[src/include/ssf_map.svh]
// Offsets, field positions, reset values and masks of the status flag block
`ifndef SSF_MAP_SVH
`define SSF_MAP_SVH

`define SSF_CFG_BASE_OFS    8'h90
`define SSF_IO_WIN_BITS     4
`define SSF_HSTS_OFS        4'h0
`define SSF_SSTS_OFS        4'h1
`define SSF_HCTL_OFS        4'h2

`define SSF_HS_FAILED       4
`define SSF_HS_COLL         3
`define SSF_HS_DEVERR       2
`define SSF_HS_DONE         1
`define SSF_HS_BUSY         0

`define SSF_SS_ALERT        5
`define SSF_SS_SHDW2        4
`define SSF_SS_SHDW1        3
`define SSF_SS_EVENT        2
`define SSF_SS_RXBUSY       0

`define SSF_HC_START        6
`define SSF_HC_PROT_MSB     4
`define SSF_HC_PROT_LSB     2
`define SSF_HC_KILL         1
`define SSF_HC_IEN          0

`define SSF_HS_W1C_MASK     8'h1E
`define SSF_SS_W1C_MASK     8'h3C
`define SSF_HC_RW_MASK      8'h1F
`define SSF_STS_RESET       8'h00
`define SSF_HC_RESET        8'h00
`define SSF_CFG_RESET       32'h0000_0000

`endif

[src/include/ssf_pkg.sv]
// Types shared by the status flag block
package ssf_pkg;

    typedef enum logic [1:0]
    {
        RX_IDLE,
        RX_BYTE,
        RX_ACK,
        RX_SKIP
    } ssf_rx_state_type;

endpackage : ssf_pkg

[src/design/ssf_slave_rx.sv]
// Two-wire slave listener: address, command and data match events
`timescale 1ns/1ps

module ssf_slave_rx (
    input  wire logic       clk,          // System clock
    input  wire logic       arst_n,       // Async reset
    input  wire logic       scl,          // Synchronised bus clock
    input  wire logic       sda,          // Synchronised bus data
    output logic            sda_o,        // Data pin output value
    output logic            sda_oe,       // Data pin drive enable
    input  wire logic [6:0] shadow1_addr, // First shadow address
    input  wire logic [6:0] shadow2_addr, // Second shadow address
    input  wire logic [6:0] own_addr,     // Own slave address
    input  wire logic [7:0] cmd_match,    // Command match value
    input  wire logic [7:0] data_pattern, // Data event pattern
    output logic            hit1,         // Pulse: shadow port 1 match
    output logic            hit2,         // Pulse: shadow port 2 match
    output logic            evt,          // Pulse: command and data match
    output logic            rx_busy       // Level: receiving data
);

    ssf_pkg::ssf_rx_state_type state_q;
    logic       scl_q;
    logic       sda_q;
    logic [2:0] bit_q;
    logic [1:0] idx_q;
    logic [6:0] shift_q;
    logic [7:0] cmd_q;
    logic       own_q;
    logic       start_c;
    logic       stop_c;
    logic       rise_c;
    logic       fall_c;
    logic [7:0] byte_c;

    assign start_c = scl && scl_q && sda_q && !sda;
    assign stop_c  = scl && scl_q && !sda_q && sda;
    assign rise_c  = scl && !scl_q;
    assign fall_c  = !scl && scl_q;
    assign byte_c  = {shift_q, sda};
    // Open-drain: only ever pulls low
    assign sda_o   = 1'b0;

    always_ff @(posedge clk or negedge arst_n)
    begin
        if (!arst_n)
        begin
            scl_q <= 1'b1;
            sda_q <= 1'b1;
        end
        else
        begin
            scl_q <= scl;
            sda_q <= sda;
        end
    end

    always_ff @(posedge clk or negedge arst_n)
    begin
        if (!arst_n)
        begin
            state_q <= ssf_pkg::RX_IDLE;
            bit_q   <= 3'h0;
            idx_q   <= 2'h0;
            shift_q <= 7'h00;
            cmd_q   <= 8'h00;
            own_q   <= 1'b0;
            sda_oe  <= 1'b0;
            hit1    <= 1'b0;
            hit2    <= 1'b0;
            evt     <= 1'b0;
            rx_busy <= 1'b0;
        end
        else
        begin
            hit1 <= 1'b0;
            hit2 <= 1'b0;
            evt  <= 1'b0;
            if (start_c)
            begin
                state_q <= ssf_pkg::RX_BYTE;
                bit_q   <= 3'h0;
                idx_q   <= 2'h0;
                own_q   <= 1'b0;
                sda_oe  <= 1'b0;
                rx_busy <= 1'b0;
            end
            else if (stop_c)
            begin
                state_q <= ssf_pkg::RX_IDLE;
                sda_oe  <= 1'b0;
                rx_busy <= 1'b0;
            end
            else
            begin
                case (state_q)
                    ssf_pkg::RX_BYTE:
                    begin
                        if (rise_c)
                        begin
                            shift_q <= byte_c[6:0];
                            bit_q   <= bit_q + 3'h1;
                            if (bit_q == 3'h7)
                            begin
                                state_q <= ssf_pkg::RX_ACK;
                                if (idx_q == 2'h0)
                                begin
                                    hit1    <= (byte_c[7:1] == shadow1_addr);
                                    hit2    <= (byte_c[7:1] == shadow2_addr);
                                    own_q   <= (byte_c[7:1] == own_addr);
                                    rx_busy <= 1'b1;
                                    // Reads would need a transmitter; they are not claimed
                                    if (byte_c[0] || !((byte_c[7:1] == shadow1_addr)
                                        || (byte_c[7:1] == shadow2_addr)
                                        || (byte_c[7:1] == own_addr)))
                                    begin
                                        state_q <= ssf_pkg::RX_SKIP;
                                        rx_busy <= 1'b0;
                                    end
                                end
                                else if (idx_q == 2'h1)
                                begin
                                    cmd_q <= byte_c;
                                end
                                else
                                begin
                                    evt <= own_q && (cmd_q == cmd_match)
                                        && ((byte_c & data_pattern) != 8'h00);
                                end
                            end
                        end
                    end
                    ssf_pkg::RX_ACK:
                    begin
                        if (fall_c)
                        begin
                            sda_oe <= !sda_oe;
                            if (sda_oe)
                            begin
                                state_q <= ssf_pkg::RX_BYTE;
                                bit_q   <= 3'h0;
                                idx_q   <= (idx_q == 2'h3) ? idx_q : idx_q + 2'h1;
                            end
                        end
                    end
                    ssf_pkg::RX_SKIP:
                    begin
                        sda_oe <= 1'b0;
                    end
                    default:
                    begin
                        sda_oe <= 1'b0;
                    end
                endcase
            end
        end
    end
endmodule : ssf_slave_rx

[src/design/ssf_status.sv]
// Host and slave status registers of the two-wire bus controller
// What this block does
// - Decode registers at config-held I/O base
// - Abort sets transaction-failed flag, bit four
// - Collision ending transaction sets bit three
// - Bad command, unclaimed, time-out set bit two
// - Successful completion sets command-done bit one
// - Flags set by hardware, cleared writing one
// - Host bit zero reads busy, read-only
// - Alert pin sets bit five when enabled
// - Second shadow address match sets bit four
// - First shadow address match sets bit three
// - Command and data match set bit two
// - Slave bit zero reads receiving, read-only
// - Slave flags raise interrupt and resume event
// - Abort stops transaction, flags, routed interrupt
// - Completion interrupt only while enable is set
// - Control bit six launches the command
`timescale 1ns/1ps
`include "ssf_map.svh"

module ssf_status #(
    parameter int IO_AW = 16
) (
    input  wire logic             clk,                        // System clock, 250 MHz
    input  wire logic             arst_n,                     // Async reset
    input  wire logic             cfg_wr,                     // Config dword write strobe
    input  wire logic [7:0]       cfg_addr,                   // Config dword offset
    input  wire logic [31:0]      cfg_wdata,                  // Config write data
    input  wire logic [IO_AW-1:0] io_addr,                    // I/O byte address
    input  wire logic             io_rd,                      // I/O read strobe
    input  wire logic             io_wr,                      // I/O write strobe
    input  wire logic [7:0]       io_wdata,                   // I/O write data
    output logic      [7:0]       io_rdata,                   // I/O read data
    output logic                  io_claim,                   // Address hits one of the three registers
    output logic                  host_start,                 // Pulse: launch command
    output logic                  host_kill,                  // Level: abort control
    output logic      [2:0]       host_protocol,              // Command protocol field
    input  wire logic             host_done,                  // Pulse: command completed
    input  wire logic             host_device_error_flag,               // Pulse: device error
    input  wire logic             host_collision,             // Pulse: bus collision
    input  wire logic             smb_clk_pin,                // Bus clock pin
    input  wire logic             smb_data_pin_i,             // Bus data pin level
    output logic                  smb_data_pin_o,             // Bus data pin output
    output logic                  smb_data_pin_oe,            // Bus data pin enable
    input  wire logic             smb_alert_n_pin,            // Alert pin, active low
    input  wire logic             alert_wake_enable,          // Alert flag enable
    input  wire logic             irq_route_select,           // 0: irq line, 1: smi line
    input  wire logic [6:0]       shadow_address_port1,       // First shadow address
    input  wire logic [6:0]       shadow_address_port2,       // Second shadow address
    input  wire logic [6:0]       slave_own_addr,             // Own slave address
    input  wire logic [7:0]       slave_command_match_value,  // Command match value
    input  wire logic [7:0]       slave_data_event_pattern,   // Data event pattern
    output logic                  completion_irq_line,        // Routed interrupt, level
    output logic                  smi_line,                   // Alternate route, level
    output logic                  resume_event                // Slave resume request, level
);

    if (IO_AW < `SSF_IO_WIN_BITS + 1 || IO_AW > 32)
    begin : g_bad_width
        $error("IO_AW out of range");
    end

    logic [31:0]      cfg_base_q;
    logic [7:0]       hs_q;
    logic [7:0]       ss_q;
    logic [7:0]       hc_q;
    logic             busy_q;
    logic [2:0]       pin_sync;
    logic             rx_busy;
    logic             hit1;
    logic             hit2;
    logic             evt;
    logic             wr_hs;
    logic             wr_ss;
    logic             wr_hc;
    logic             launch;
    logic             abort;
    logic             finish;
    logic             cause_d;
    logic [7:0]       hs_view;
    logic [7:0]       ss_view;

    // Offset match inside the window programmed by configuration
    function automatic logic io_hit(input logic [IO_AW-1:0] addr,
                                    input logic [31:0] base,
                                    input logic [3:0] ofs);
        io_hit = (addr[IO_AW-1:`SSF_IO_WIN_BITS] == base[IO_AW-1:`SSF_IO_WIN_BITS])
            && (addr[`SSF_IO_WIN_BITS-1:0] == ofs);
    endfunction : io_hit

    always_ff @(posedge clk or negedge arst_n)
    begin
        if (!arst_n)
        begin
            cfg_base_q <= `SSF_CFG_RESET;
        end
        else if (cfg_wr && cfg_addr == `SSF_CFG_BASE_OFS)
        begin
            cfg_base_q <= cfg_wdata;
        end
    end

    assign wr_hs = io_wr && io_hit(io_addr, cfg_base_q, `SSF_HSTS_OFS);
    assign wr_ss = io_wr && io_hit(io_addr, cfg_base_q, `SSF_SSTS_OFS);
    assign wr_hc = io_wr && io_hit(io_addr, cfg_base_q, `SSF_HCTL_OFS);
    assign io_claim = io_hit(io_addr, cfg_base_q, `SSF_HSTS_OFS)
        || io_hit(io_addr, cfg_base_q, `SSF_SSTS_OFS)
        || io_hit(io_addr, cfg_base_q, `SSF_HCTL_OFS);

    // A launch while busy or aborting is dropped; software must poll busy first
    assign launch = wr_hc && io_wdata[`SSF_HC_START] && !busy_q
        && !io_wdata[`SSF_HC_KILL];
    assign abort  = wr_hc && io_wdata[`SSF_HC_KILL];
    assign finish = host_done || host_device_error_flag || host_collision;

    always_ff @(posedge clk or negedge arst_n)
    begin
        if (!arst_n)
        begin
            hc_q <= `SSF_HC_RESET;
        end
        else if (wr_hc)
        begin
            // Start is a strobe and never stored
            hc_q <= io_wdata & `SSF_HC_RW_MASK;
        end
    end

    always_ff @(posedge clk or negedge arst_n)
    begin
        if (!arst_n)
        begin
            host_start <= 1'b0;
        end
        else
        begin
            host_start <= launch;
        end
    end

    assign host_kill     = hc_q[`SSF_HC_KILL];
    assign host_protocol = hc_q[`SSF_HC_PROT_MSB:`SSF_HC_PROT_LSB];

    always_ff @(posedge clk or negedge arst_n)
    begin
        if (!arst_n)
        begin
            busy_q <= 1'b0;
        end
        else if (abort || (busy_q && finish))
        begin
            busy_q <= 1'b0;
        end
        else if (launch)
        begin
            busy_q <= 1'b1;
        end
    end

    // Set wins over a write-one clear in the same cycle
    always_ff @(posedge clk or negedge arst_n)
    begin
        if (!arst_n)
        begin
            hs_q <= `SSF_STS_RESET;
        end
        else
        begin
            hs_q <= ((hs_q & ~(wr_hs ? io_wdata : 8'h00))
                | {3'b000, abort, busy_q && host_collision,
                   busy_q && host_device_error_flag, busy_q && host_done, 1'b0})
                & `SSF_HS_W1C_MASK;
        end
    end

    ssf_sync #(
        .W (3)
    ) u_pin_sync (
        .clk    (clk),
        .arst_n (arst_n),
        // Alert goes in inverted so the synchroniser's reset zero means idle, not asserted
        .d      ({smb_clk_pin, smb_data_pin_i, !smb_alert_n_pin}),
        .q      (pin_sync)
    );

    ssf_slave_rx u_slave_rx (
        .clk          (clk),
        .arst_n       (arst_n),
        .scl          (pin_sync[2]),
        .sda          (pin_sync[1]),
        .sda_o        (smb_data_pin_o),
        .sda_oe       (smb_data_pin_oe),
        .shadow1_addr (shadow_address_port1),
        .shadow2_addr (shadow_address_port2),
        .own_addr     (slave_own_addr),
        .cmd_match    (slave_command_match_value),
        .data_pattern (slave_data_event_pattern),
        .hit1         (hit1),
        .hit2         (hit2),
        .evt          (evt),
        .rx_busy      (rx_busy)
    );

    always_ff @(posedge clk or negedge arst_n)
    begin
        if (!arst_n)
        begin
            ss_q <= `SSF_STS_RESET;
        end
        else
        begin
            ss_q <= ((ss_q & ~(wr_ss ? io_wdata : 8'h00))
                | {2'b00, pin_sync[0] && alert_wake_enable,
                   hit2, hit1, evt, 2'b00})
                & `SSF_SS_W1C_MASK;
        end
    end

    assign hs_view = hs_q | {7'h00, busy_q};
    assign ss_view = ss_q | {7'h00, rx_busy};

    always_ff @(posedge clk or negedge arst_n)
    begin
        if (!arst_n)
        begin
            io_rdata <= 8'h00;
        end
        else if (io_rd)
        begin
            if (io_hit(io_addr, cfg_base_q, `SSF_HSTS_OFS))
            begin
                io_rdata <= hs_view;
            end
            else if (io_hit(io_addr, cfg_base_q, `SSF_SSTS_OFS))
            begin
                io_rdata <= ss_view;
            end
            else if (io_hit(io_addr, cfg_base_q, `SSF_HCTL_OFS))
            begin
                io_rdata <= hc_q;
            end
            else
            begin
                io_rdata <= 8'h00;
            end
        end
    end

    // Abort and error causes interrupt regardless of the enable
    assign cause_d = (hc_q[`SSF_HC_IEN] && hs_q[`SSF_HS_DONE])
        || hs_q[`SSF_HS_FAILED] || hs_q[`SSF_HS_COLL] || hs_q[`SSF_HS_DEVERR]
        || (ss_q != 8'h00);

    always_ff @(posedge clk or negedge arst_n)
    begin
        if (!arst_n)
        begin
            completion_irq_line <= 1'b0;
            smi_line            <= 1'b0;
            resume_event        <= 1'b0;
        end
        else
        begin
            completion_irq_line <= cause_d && !irq_route_select;
            smi_line            <= cause_d && irq_route_select;
            resume_event        <= (ss_q != 8'h00);
        end
    end
endmodule : ssf_status

[src/design/ssf_sync.sv]
// Two flip-flop synchroniser for pin inputs
`timescale 1ns/1ps

module ssf_sync #(
    parameter int W = 1
) (
    input  wire logic         clk,    // System clock
    input  wire logic         arst_n, // Async reset
    input  wire logic [W-1:0] d,      // Asynchronous inputs
    output logic      [W-1:0] q       // Synchronised outputs
);

    logic [W-1:0] meta_q;

    always_ff @(posedge clk or negedge arst_n)
    begin
        if (!arst_n)
        begin
            meta_q <= '0;
            q      <= '0;
        end
        else
        begin
            meta_q <= d;
            q      <= meta_q;
        end
    end

endmodule : ssf_sync

[config.mk]
export PLATFORM = sky130hd
export DESIGN_NAME = ssf_status
export DESIGN_NICKNAME = d
export VERILOG_FILES = /design/src/include/ssf_pkg.sv /design/src/design/ssf_slave_rx.sv /design/src/design/ssf_status.sv /design/src/design/ssf_sync.sv
export VERILOG_INCLUDE_DIRS = /design/src /design/src/include
export SDC_FILE = /design/constraint.sdc
export NUM_CORES = 1
export LEC_CHECK = 0
export BUFFER_PORTS_ARGS = -buffer_cell sky130_fd_sc_hd__buf_2
export CORE_ASPECT_RATIO = 1.5
export CORE_MARGIN = 2
export CORE_UTILIZATION = 44
export CTS_BUF_LIST = sky130_fd_sc_hd__clkbuf_2
export CTS_CLUSTER_SIZE = 24
export DETAILED_ROUTE_END_ITERATION = 16
export PLACE_DENSITY = 0.84
export SYNTH_ARGS = -nofsm -noshare
export SYNTH_HDL_FRONTEND = slang
export SYNTH_SLANG_ARGS = --single-unit
[constraint.sdc]
create_clock -name clk -period 3.9 [get_ports clk]
set_clock_uncertainty 0.05 [all_clocks]
set_input_delay 0.585 -clock clk [delete_from_list [all_inputs] [get_ports clk]]
set_output_delay 0.585 -clock clk [all_outputs]
set_load 0.05 [all_outputs]
==> summary.txt <==
Clock-pin slew on the worst setup and hold paths - 0.21 ns
Max frequency - 328 MHz
Post-synth EDFFs - 0
Initial DRC count - 125
Asr flop ratio synth - 100%
Worst Hold Class - input port to register
Die ar. - 0.00909 mm^2
Pins Over Slew Limit - 0
Antenna violations before repair - 1
IO Port Bufs - 108
GPL Wtd Cong - 0.880
Vias in the first global route - 2904
Fin. Hold Viols - 0
Critical path class - register to output port
Number of CTS-inserted buffers - 9
Die Wd - 78.5 um
Root Driver - clkbuf_2
Ports - 133
Most frequent cell after synthesis - dfrtp_1
Lkg Pwr - 0.00212 uW
Total Power - 1890 uW
Post-CTS sizing - 0
Post-synthesis sequential area ratio - 49.2%
Final net count - 545
Slew margin rel. - 32.7%
Syn Area/Cell - 11.4 um^2
Measured slew at the worst slew-check pin - 1.01 ns
Layout cell share with drive strength beyond 1 - 36.1%
Post-layout util - 54.1%
Syn Inst Count - 321
Wire length per cell - 15.1 um
Setup_tns - 0 ns
RSZ-0062 raised after global routing - false
Register bit total from synthesis - 72
Met1 WL - 3070 um
Setup crit end kind - output port
FP Rows - 40
DP HPWL - 6380 um
CTS sink count - 72
Final critical-path required period - 3.04 ns
Placement-stage worst setup slack - 1.16 ns
CTS Buffer Depth - 2
FILL cells - 702
Req. time, crit path - 3.26 ns
CTS Hold Bufs - 0
TritonCTS clock tree - built
Skew-Pair Late Insertion Delay - 0.50 ns
Met3 WL - 319 um
Largest net degree at the start of global routing - 48
Top sig layer - met4
Synth area leaders - dfrtp_1 (48%), xnor2_1 (7.9%), mux2_2 (6.5%), nand4_1 (2.6%), mux2_1 (2.5%)
Yosys cell types - 56
Main synth FF type - dfrtp_1
VDD IR max - 312 uV
Global-route wire length before repair - 13300 um
WL met2 - 4430 um
H-tree depth - 3
Post-CTS Repair Setup Buffers - 0
Yosys top cell area share - 47.8%
Gr ovfl total - 0
# DRC - 0
Max_cap viols - 0
Synth area leader - dfrtp_1
ANT nets after route - 0
Crit-path max FO - 7
Synth warn - 0
Pwr dens - 434 mW/mm^2
Starting Density - 45.5%
Area grow syn2layout - 18.9%
Status - completed
Via count - 2891
Cell Area, Synth - 0.00366 mm^2
GRT Util Overall - 18.9%
Most frequent cells after synthesis - dfrtp_1 (70), xnor2_1 (33), mux2_2 (21)
Die height - 116 um
Final Cycle Share - 78.1%
Final setup margin - 0.855 ns
CP Data Arrival Time - 2.41 ns
Startpoint Class - register
CORE AREA - 0.00806 mm^2
Detailed-route wire length - 8060 um
Final setup vio count - 0
Final Hold Slack - 0.122 ns
First-pass detailed-route iteration total - 4
Vias per cell - 5.40
==> state kept, by name (all words and copies together) (netlist names), 2 cells and up <==
register            cells
u_slave_rx.cmd_q        8
u_slave_rx.idx_q        2
u_pin_sync.q            3
hc_q                    5
io_rdata                6
u_slave_rx.bit_q        3
u_slave_rx.state_q      2
u_pin_sync.meta_q       3
ss_q                    4
cfg_base_q             12
u_slave_rx.shift_q      7
hs_q                    4
==> placed cells by master (no fill, tap or decap), drive strengths merged, types with 4 or more instances in the layout <==
cell / instances
clkbuf: 11
nand4: 15
nor2: 8
inv: 12
xor2: 9
a22oi: 5
mux2: 33
o2bb2ai: 5
xnor2: 33
nand3: 5
ha: 7
nor2b: 4
nand2b: 5
o22ai: 4
a21oi: 6
nand2: 18
dfrtp: 70
a22o: 6
o21ai: 8
nor4: 5
buf: 109
nor3: 7
o22a: 4
==> cell families after synthesis <==
kind of cell | Yosys count | share of synthesized area (%)
AO/OA/AOI/OAI | 50 | 10.1
multiplexers | 35 | 11.1
adder cells (fa/ha/maj) | 7 | 2.39
flip-flops | 72 | 49.2
other | 1 | 0.102
XOR/XNOR | 42 | 10.0
buffers and inverters | 30 | 4.03
AND/OR/NAND/NOR | 84 | 13.0
==> path summary, 6_finish.rpt <==
kind                                                   startpoint                              end  slack, ns  depth (start not counted)
worst min register to register     u_pin_sync.meta_q[0]$_DFF_PN0_        u_pin_sync.q[0]$_DFF_PN0_       0.32                          0
min in group asynchronous                                  arst_n             host_start$_DFF_PN0_       0.15                          1
worst max-delay path                    cfg_base_q[8]$_DFFE_PN0P_                         io_claim       0.86                          6
worst min-delay path                               smb_data_pin_i   u_pin_sync.meta_q[1]$_DFF_PN0_       0.12                          1
worst max register to register  u_slave_rx.state_q[1]$_DFFE_PN0P_  u_slave_rx.cmd_q[5]$_DFFE_PN0P_       1.44                          6
max in group asynchronous                                  arst_n       u_slave_rx.scl_q$_DFF_PN1_       2.63                          2
==> power breakdown <==
group | switching [uW] | internal (uW) | leakage (uW)
Sequential | 128 | 825 | 0.000949
Combinational | 250 | 276 | 0.00110
Clock | 258 | 153 | 0.0000723
Total | 636 | 1250 | 0.00212
==> per-layer routing <==
layer | up-vias | GRT usage [%]
li1 | 1358 | -
met1 | 1419 | 20.9
met3 | 18 | 3.43
met2 | 96 | 34.6
met5 | - | 0
met4 | 0 | 9.24
==> metrics by stage <==
| step | instance area [um^2] | instances |
|---|---|---|
| finish | 4360 | 535 |
| global route | 4360 | 535 |
| CTS | 4360 | 534 |
| detailed placement | 4250 | 518 |
| global placement | 4250 | 518 |
| floorplan | 3670 | 323 |
==> critical path, cell delays in order, from the launching register on <==
cell and delay [ns]:
dfrtp_1 0.44, xnor2_1 0.18, nand4_1 0.15, nor3_2 0.42, nand2_1 0.25, a21oi_1 0.17, buf_2 0.28
==> cell type report <==
type / instances / area (um^2) / area share [%]
clock buffer: 11 / 55.1 / 1.26
sequential: 72 / 1800 / 41.4
inverter: 11 / 41.3 / 0.947
antenna: 1 / 2.50 / 0.0574
clock inverter: 5 / 56.3 / 1.29
timing repair buffer: 109 / 548 / 12.6
tap: 105 / 131 / 3.01
multi-input combinational: 221 / 1720 / 39.5
(Power assumes the default switching activity.)
